<file path="src/hw/pwa_pkg.sv">
// shared constants and types of the word-accumulator arithmetic block
// How it works
// [RL1] add: widen operand, sum into word accumulator
// [RL2] subtract: widen operand, difference into accumulator
// [RL3] multiply: widen operand, product into accumulator
// [RL4] multiply error flag set or cleared each time
// [RL5] divide: widen operand, quotient into accumulator
// [RL6] divide error flag set or cleared each time
// [RL7] remainder: widen operand, remainder into accumulator
// [RL8] remainder error flag set or cleared each time
// [RL9] constants allowed except for operand step commands
// [RL10] operand step up: read, add one, write back
// [RL11] accumulator step up adds one to accumulator
// [RL12] index step up adds one to index
// [RL13] operand step down: read, subtract one, write back
// [RL14] accumulator step down subtracts one from accumulator
// [RL15] index step down subtracts one from index
// [RL16] compares switch to logic mode, write boolean
// [RL17] compare only the operand's own bit width
// [RL18] equal compare gives one when values match
// [RL19] less-than gives one only when accumulator below
// [RL20] greater-than gives one only when accumulator above
// [RL21] zero divisor or product overflow is error
package pwa_pkg;
  localparam int ACC_W = 32;
  localparam int BYTE_W = 8;
  localparam int WORD_W = 16;
  localparam int IDX_W_DEF = 16;
  localparam int CNT_W = 6;
  localparam logic [CNT_W-1:0] DIV_LAST = 6'h1F;
  localparam logic [ACC_W-1:0] ACC_RST = 32'h0000_0000;
  localparam logic [ACC_W-1:0] ACC_ONE = 32'h0000_0001;
  localparam logic [ACC_W-1:0] ACC_MIN = 32'h8000_0000;
  localparam logic [ACC_W-1:0] ACC_NEG1 = 32'hFFFF_FFFF;

  // decoded commands issued by the instruction sequencer
  typedef enum logic [3:0] {
    CMD_NOP, CMD_LOAD, CMD_ADD, CMD_SUB, CMD_MUL, CMD_DIV, CMD_REMAINDER_OP,
    CMD_OPERAND_STEP_UP, CMD_OPERAND_STEP_DOWN,
    CMD_ACCUMULATOR_STEP_UP, CMD_ACCUMULATOR_STEP_DOWN,
    CMD_INDEX_STEP_UP, CMD_INDEX_STEP_DOWN,
    CMD_CMP_EQ, CMD_CMP_LT, CMD_CMP_GT
  } pwa_cmd_t;

  // operand kind: memory byte, word, double word or constant
  typedef enum logic [1:0] {
    KIND_BYTE, KIND_WORD, KIND_DWORD, KIND_CONST
  } pwa_kind_t;

  typedef struct packed {
    pwa_cmd_t cmd;
    pwa_kind_t kind;
    logic [ACC_W-1:0] value;
  } pwa_req_t;

  typedef struct packed {
    logic mul;
    logic div;
    logic rem;
  } pwa_err_t;

  typedef struct packed {
    logic valid;
    pwa_kind_t kind;
    logic [ACC_W-1:0] data;
  } pwa_wr_t;
endpackage : pwa_pkg

</file>
<file path="src/hw/pwa_alu.sv">
// word-accumulator arithmetic, step and compare datapath
`timescale 1ns/1ns
module pwa_alu #(
  parameter int IDX_W = pwa_pkg::IDX_W_DEF
) (
  // clock and reset
  input wire logic i_clk,
  input wire logic i_rstn,
  // command from the sequencer
  input wire logic i_req_valid,
  input wire pwa_pkg::pwa_req_t i_req,
  output logic o_ready,
  output logic o_done,
  output logic o_reject,
  // accumulators and index register
  output logic [pwa_pkg::ACC_W-1:0] o_acc,
  output logic [IDX_W-1:0] o_idx,
  output logic o_logic_acc,
  output logic o_logic_mode,
  // error markers
  output pwa_pkg::pwa_err_t o_err,
  // operand write-back to memory
  output pwa_pkg::pwa_wr_t o_wr
);
  import pwa_pkg::*;

  typedef enum logic [1:0] {ST_IDLE, ST_DIV, ST_FIX} pwa_state_t;

  typedef struct packed {
    pwa_state_t st;
    logic ready;
    logic done;
    logic reject;
    logic [ACC_W-1:0] acc;
    logic [IDX_W-1:0] idx;
    logic lacc;
    logic lmode;
    pwa_err_t err;
    pwa_wr_t wr;
    logic [ACC_W-1:0] quo;
    logic [ACC_W-1:0] part;
    logic [ACC_W-1:0] dsr;
    logic [CNT_W-1:0] cnt;
    logic q_neg;
    logic r_neg;
    logic is_rem;
  } pwa_regs_t;

  localparam pwa_regs_t RST_S = '{
    st: ST_IDLE, ready: 1'b1, done: 1'b0, reject: 1'b0,
    acc: ACC_RST, idx: '0, lacc: 1'b0, lmode: 1'b0,
    err: '0, wr: '{valid: 1'b0, kind: KIND_BYTE, data: ACC_RST},
    quo: ACC_RST, part: ACC_RST, dsr: ACC_RST, cnt: '0,
    q_neg: 1'b0, r_neg: 1'b0, is_rem: 1'b0
  };

  pwa_regs_t s_reg;
  pwa_regs_t s_next;

  // sign-extend the low bits that the operand kind really holds
  function automatic logic [ACC_W-1:0] widen(
    input logic [ACC_W-1:0] v, input pwa_kind_t k);
    case (k)
      KIND_BYTE: widen = {{(ACC_W-BYTE_W){v[BYTE_W-1]}}, v[BYTE_W-1:0]};
      KIND_WORD: widen = {{(ACC_W-WORD_W){v[WORD_W-1]}}, v[WORD_W-1:0]};
      default: widen = v;
    endcase
  endfunction : widen

  // keep only the operand's own bits, upper bits zero
  function automatic logic [ACC_W-1:0] clip(
    input logic [ACC_W-1:0] v, input pwa_kind_t k);
    case (k)
      KIND_BYTE: clip = {{(ACC_W-BYTE_W){1'b0}}, v[BYTE_W-1:0]};
      KIND_WORD: clip = {{(ACC_W-WORD_W){1'b0}}, v[WORD_W-1:0]};
      default: clip = v;
    endcase
  endfunction : clip

  // magnitude of a signed word; the most negative value maps to itself
  function automatic logic [ACC_W-1:0] mag(input logic [ACC_W-1:0] v);
    mag = v[ACC_W-1] ? ACC_W'(-v) : v;
  endfunction : mag

  // operand and arithmetic helpers
  logic accept;
  logic [ACC_W-1:0] opnd;
  logic [ACC_W-1:0] add_res;
  logic [ACC_W-1:0] sub_res;
  logic [2*ACC_W-1:0] prod;
  logic mul_ovf;
  logic div_zero;
  logic div_ovf;
  logic [ACC_W-1:0] cmp_a;
  logic [ACC_W-1:0] cmp_b;
  logic cmp_eq;
  logic cmp_lt;
  logic cmp_gt;
  logic [ACC_W-1:0] mem_up;
  logic [ACC_W-1:0] mem_dn;
  logic [ACC_W-1:0] shifted;
  logic fits;

  // datapath terms shared by the command decode and the checks below
  assign accept = i_req_valid && s_reg.ready;
  assign opnd = widen(i_req.value, i_req.kind); // [RL1] [RL9]
  assign add_res = s_reg.acc + opnd; // [RL1]
  assign sub_res = s_reg.acc - opnd; // [RL2]
  // sign-extend both sides so the full-width product is exact
  assign prod = {{ACC_W{s_reg.acc[ACC_W-1]}}, s_reg.acc} *
                {{ACC_W{opnd[ACC_W-1]}}, opnd}; // [RL3]
  // product must be a sign extension of its low word to fit
  assign mul_ovf = (prod[2*ACC_W-1:ACC_W-1] != {(ACC_W+1){1'b0}}) &&
                   (prod[2*ACC_W-1:ACC_W-1] != {(ACC_W+1){1'b1}}); // [RL21]
  assign div_zero = (opnd == ACC_RST); // [RL21]
  // the one quotient that cannot be held in the accumulator
  assign div_ovf = (s_reg.acc == ACC_MIN) && (opnd == ACC_NEG1);
  // compare only the bits the operand holds, both sides signed
  assign cmp_a = widen(s_reg.acc, i_req.kind); // [RL17]
  assign cmp_b = opnd; // [RL17]
  assign cmp_eq = (cmp_a == cmp_b); // [RL18]
  assign cmp_lt = $signed(cmp_a) < $signed(cmp_b); // [RL19]
  assign cmp_gt = $signed(cmp_a) > $signed(cmp_b); // [RL20]
  // memory operands wrap inside their own width
  assign mem_up = clip(i_req.value + ACC_ONE, i_req.kind); // [RL10]
  assign mem_dn = clip(i_req.value - ACC_ONE, i_req.kind); // [RL13]
  // one restoring division step per cycle
  assign shifted = {s_reg.part[ACC_W-2:0], s_reg.quo[ACC_W-1]};
  assign fits = (shifted >= s_reg.dsr);

  // next-state logic for the whole block
  always_comb begin
    s_next = s_reg;
    s_next.done = 1'b0;
    s_next.reject = 1'b0;
    s_next.wr.valid = 1'b0;
    case (s_reg.st)
      ST_IDLE: begin
        if (accept) begin
          s_next.done = 1'b1;
          case (i_req.cmd)
            CMD_LOAD: begin
              s_next.acc = opnd;
              s_next.lmode = 1'b0;
            end
            CMD_ADD: begin
              s_next.acc = add_res; // [RL1]
              s_next.lmode = 1'b0;
            end
            CMD_SUB: begin
              s_next.acc = sub_res; // [RL2]
              s_next.lmode = 1'b0;
            end
            CMD_MUL: begin
              // an overflowing product leaves the accumulator untouched
              if (!mul_ovf) begin
                s_next.acc = prod[ACC_W-1:0]; // [RL3]
              end
              s_next.err.mul = mul_ovf; // [RL4] [RL21]
              s_next.lmode = 1'b0;
            end
            CMD_DIV, CMD_REMAINDER_OP: begin
              s_next.lmode = 1'b0;
              if (i_req.cmd == CMD_DIV && (div_zero || div_ovf)) begin
                s_next.err.div = 1'b1; // [RL6] [RL21]
              end else if (i_req.cmd == CMD_REMAINDER_OP && div_zero) begin
                s_next.err.rem = 1'b1; // [RL8] [RL21]
              end else begin
                // start the iterative divider on magnitudes
                s_next.done = 1'b0;
                s_next.ready = 1'b0;
                s_next.st = ST_DIV;
                s_next.quo = mag(s_reg.acc);
                s_next.dsr = mag(opnd);
                s_next.part = ACC_RST;
                s_next.cnt = '0;
                s_next.q_neg = s_reg.acc[ACC_W-1] ^ opnd[ACC_W-1];
                s_next.r_neg = s_reg.acc[ACC_W-1];
                s_next.is_rem = (i_req.cmd == CMD_REMAINDER_OP);
              end
            end
            CMD_OPERAND_STEP_UP, CMD_OPERAND_STEP_DOWN: begin
              // a constant has no storage to write back to
              if (i_req.kind == KIND_CONST) begin
                s_next.reject = 1'b1; // [RL9]
                s_next.done = 1'b0;
              end else begin
                s_next.wr.valid = 1'b1;
                s_next.wr.kind = i_req.kind;
                s_next.wr.data = (i_req.cmd == CMD_OPERAND_STEP_UP) ?
                                 mem_up : mem_dn; // [RL10] [RL13]
              end
            end
            CMD_ACCUMULATOR_STEP_UP: begin
              s_next.acc = s_reg.acc + ACC_ONE; // [RL11]
              s_next.lmode = 1'b0;
            end
            CMD_ACCUMULATOR_STEP_DOWN: begin
              s_next.acc = s_reg.acc - ACC_ONE; // [RL14]
              s_next.lmode = 1'b0;
            end
            CMD_INDEX_STEP_UP: begin
              s_next.idx = s_reg.idx + IDX_W'(1); // [RL12]
            end
            CMD_INDEX_STEP_DOWN: begin
              s_next.idx = s_reg.idx - IDX_W'(1); // [RL15]
            end
            CMD_CMP_EQ: begin
              s_next.lacc = cmp_eq; // [RL16] [RL18]
              s_next.lmode = 1'b1;
            end
            CMD_CMP_LT: begin
              s_next.lacc = cmp_lt; // [RL16] [RL19]
              s_next.lmode = 1'b1;
            end
            CMD_CMP_GT: begin
              s_next.lacc = cmp_gt; // [RL16] [RL20]
              s_next.lmode = 1'b1;
            end
            default: begin
              s_next.done = 1'b1;
            end
          endcase
        end
      end
      ST_DIV: begin
        if (fits) begin
          s_next.part = shifted - s_reg.dsr;
        end else begin
          s_next.part = shifted;
        end
        s_next.quo = {s_reg.quo[ACC_W-2:0], fits};
        s_next.cnt = s_reg.cnt + CNT_W'(1);
        if (s_reg.cnt == DIV_LAST) begin
          s_next.st = ST_FIX;
        end
      end
      ST_FIX: begin
        // restore signs: quotient truncates, remainder follows dividend
        if (s_reg.is_rem) begin
          s_next.acc = s_reg.r_neg ? ACC_W'(-s_reg.part) :
                       s_reg.part; // [RL7]
          s_next.err.rem = 1'b0; // [RL8]
        end else begin
          s_next.acc = s_reg.q_neg ? ACC_W'(-s_reg.quo) :
                       s_reg.quo; // [RL5]
          s_next.err.div = 1'b0; // [RL6]
        end
        s_next.done = 1'b1;
        s_next.ready = 1'b1;
        s_next.st = ST_IDLE;
      end
      default: begin
        s_next = RST_S;
      end
    endcase
  end

  // single state register, synchronous reset
  always_ff @(posedge i_clk) begin
    if (!i_rstn) begin
      s_reg <= RST_S;
    end else begin
      s_reg <= s_next;
    end
  end

  // outputs come straight from the state register
  assign o_ready = s_reg.ready;
  assign o_done = s_reg.done;
  assign o_reject = s_reg.reject;
  assign o_acc = s_reg.acc;
  assign o_idx = s_reg.idx;
  assign o_logic_acc = s_reg.lacc;
  assign o_logic_mode = s_reg.lmode;
  assign o_err = s_reg.err;
  assign o_wr = s_reg.wr;
endmodule : pwa_alu

</file>
<file path="config.mk">
export PLATFORM = sky130hd
export DESIGN_NAME = pwa_alu
export DESIGN_NICKNAME = d
export VERILOG_FILES = /design/src/hw/pwa_pkg.sv /design/src/hw/pwa_alu.sv
export SDC_FILE = /design/constraint.sdc
export NUM_CORES = 2
export LEC_CHECK = 0
export ABC_AREA = 1
export BUFFER_PORTS_ARGS = -buffer_cell sky130_fd_sc_hd__buf_2
export CAP_MARGIN = 40
export CORE_MARGIN = 5
export CORE_UTILIZATION = 35
export DETAILED_ROUTE_END_ITERATION = 8
export SYNTH_ARGS = -nofsm -noshare
export SYNTH_HDL_FRONTEND = slang
export SYNTH_SLANG_ARGS = --single-unit
</file>
<file path="constraint.sdc">
create_clock -name i_clk -period 12 [get_ports i_clk]
set_input_delay 1.2 -clock i_clk [delete_from_list [all_inputs] [get_ports i_clk]]
set_output_delay 1.2 -clock i_clk [all_outputs]
set_load 0.05 [all_outputs]
</file>
==> flow_metrics.env <==
export IMPL_cts_path_max_buffers=2
export IMPL_drt_iter0_drc=6075
export IMPL_hold_path_class="flip-flop to flip-flop"
export IMPL_cts_sinks=198
export IMPL_gp_congestion=1.01
export IMPL_hold_end="o_wr[33]"
export IMPL_antenna_found_initial=13
export IMPL_grt_max_degree=68
export IMPL_die_h_um=417
export IMPL_ff2ff_setup_slack_ps=2080
export IMPL_clk_pin_slew_ps=90
export IMPL_final_nets=9493
export IMPL_grt_ovfl_total=0
export IMPL_wl_mm=241
export IMPL_timing_setup_tns_ps=0
export IMPL_rsz0062_at_grt="no"
export IMPL_whs_path_depth=2
export IMPL_post_route_period_util_pct=93.2
export IMPL_syn_area_um2=58100
export IMPL_grt_first_pass_wirelength_mm=359
export IMPL_clk_latency_ps=500
export IMPL_die_w_um=417
export IMPL_dp_hpwl_mm=195
export IMPL_synth_main_ff_cell="dfxtp_1"
export IMPL_yosysMostFrequentCell="nand2_1"
export IMPL_grt_pass1_vias=55400
export IMPL_path_max_fanout=38
export IMPL_max_stage_delay_ps=600
export IMPL_yosysTopAreaCellShare_pct=37.4
export IMPL_cp_slowest_cell="fa_1"
export IMPL_finalHoldViolCount=0
export IMPL_ios=132
export IMPL_cpLargestDelayFamily="adder cells"
export IMPL_tightest_slew_ps=1010
export IMPL_synthCells=8194
export IMPL_num_rows=149
export IMPL_synthArstFlopShare_pct=0
export IMPL_cts_setup_buffers=0
export IMPL_synth_fp_nets=9633
export IMPL_synth_distinct_cells=64
export IMPL_r2r_cells=34
export IMPL_grt_use_total_pct=27.4
export IMPL_yosys_warnings=0
export IMPL_via_per_inst=5.39
export IMPL_arrival_ps=11620
export IMPL_cts_hold_buffers=0
export IMPL_numCtsBuffers=17
export IMPL_end_kind="flip-flop"
export IMPL_max_cap_violations=0
export IMPL_crit_start="i_req[33]"
export IMPL_area_growth_pct=5.98
export IMPL_placed_cells=10200
export IMPL_avgSynthCellArea_um2=7.08
export IMPL_fillers=17600
export IMPL_worstPathRequired_ps=12430
export IMPL_slew_headroom_pct=32.9
export IMPL_synth_edf_count=0
export IMPL_drive_gt1_share_pct=5.00
export IMPL_clock_root_buffer="clkbuf_16"
export IMPL_hp_start="o_wr[33]"
export IMPL_synth_seq_cells=198
export IMPL_final_core_util_pct=37.3
export IMPL_synthTopCellsByArea="fa_1 (37%), nand2_1 (14%), inv_1 (9.8%)"
export IMPL_skew_ps=13.0
export IMPL_status="finished, final reports clean"
export IMPL_setup_violations=0
export IMPL_largest_reg_flops=107
export IMPL_drtAntennaViolNets=0
export IMPL_core_region_area_um2=165000
export IMPL_vias=55300
export IMPL_path_buf_inv=9
export IMPL_dieArea_um2=174000
export IMPL_drv_slew=0
export IMPL_drc=0
export IMPL_seq_area_frac_synth_pct=6.83
export IMPL_fmax_ghz=0.0894
export IMPL_htreeDepth=4
export IMPL_portBuffers=131
export IMPL_dr_pass1_iters=8
export IMPL_synth_top_area_cell="fa_1"
export IMPL_cts_tree="yes"
export IMPL_crit_path_frequent_cell="nand2_1"
export IMPL_layout_min_cycle_time_ps=11190
export IMPL_start_kind="input pin"
export IMPL_regToRegEndpoint="o_acc[20]"
export IMPL_initial_utilization_pct=35.2
export IMPL_wire_per_inst_um=23.5
export IMPL_stdcell_count=10300
export IMPL_cts_resized=0
export IMPL_rr_startpoint="o_acc[16]"
export IMPL_critical_path_class="input pin to flip-flop"
export IMPL_synth_common_cells="nand2_1 (2,097), inv_1 (1,522), fa_1 (1,085)"
per-stage QoR:
stage               hold slack, ps  cell area, µm²  setup WS (ps)
detailed placement             428           60900            687
global route                   475           61500            577
finish                         446           61500            810
CTS                            450           61500           1170
floorplan                      420           58100           2580
global placement               432           60500            657
layout make-up:
cell class	instances	area [µm²]	area share, %
multi-input cells	5990	46200	75.1
clock inverters	14	206	0.336
clock buffers	18	439	0.714
diodes	5	12.5	0.0203
flip-flops and latches	198	3960	6.44
inverters	1550	5830	9.47
well taps	2189	2740	4.45
repair buffers	297	2100	3.42
routing by layer:
layer / global-route usage (%) / wire [µm] / vias up
li1: - / - / 24600
met1: 36.8 / 97800 / 27200
met2: 42.1 / 104000 / 2897
met3: 6.01 / 25200 / 594
met4: 12.7 / 13500 / 2
met5: 0 / 13 / -
worst min-delay path, delay by kind of cell (launching register included):
| family | cells | cell delay [ps] |
|---|---|---|
| DFF | 1 | 320 |
| and+or+nand+nor | 2 | 100 |
how the worst max path moves through the flow:
stage / endpoint / slack, ps / cells past startpoint
after floorplan: o_acc[19] / 2580 / 42
after global placement: o_acc[8] / 660 / 41
after detailed placement: o_acc[20] / 690 / 41
after CTS: o_acc[20] / 1170 / 41
after global routing: o_acc[22] / 580 / 42
final: o_acc[20] / 810 / 41
layout by cell type, fill, tap and decap left out, types with 8 or more instances in the layout:
cell type / synthesis / routed
ha_1: 313 / 313
and3_1: 8 / 8
xor2_1: 75 / 75
buf_2: 25 / 134
inv_2: 10 / 13
a32o_1: 10 / 10
or2_2: 20 / 20
a211oi_1: 32 / 32
nor4_1: 27 / 27
nand2_2: 8 / 8
nand3b_1: 14 / 14
o21ai_0: 362 / 359
clkbuf_16: 0 / 17
buf_4: 90 / 147
o21bai_1: 11 / 11
xnor2_1: 27 / 27
inv_1: 1522 / 1519
dfxtp_1: 198 / 198
a21oi_1: 468 / 466
o22ai_1: 14 / 14
a31oi_1: 25 / 25
nand2_1: 2097 / 2097
nor2_1: 800 / 798
fa_1: 1085 / 1085
nor3_1: 106 / 106
clkinv_1: 16 / 15
nand3_1: 313 / 312
o21a_1: 8 / 8
nand4_1: 73 / 73
nor3b_1: 12 / 12
o211ai_1: 11 / 11
cell families after synthesis:
logic type / synth area share [%]
adder cells (fa/ha/maj): 44.2
XOR/XNOR: 1.54
AO/OA/AOI/OAI: 9.35
AND/OR/NAND/NOR: 24.4
flip-flops: 6.83
buffers and inverters: 13.7
Power is left out: the tool's default activity adds up to more than one toggle a clock period on the data nets, which glitch-free logic cannot reach.
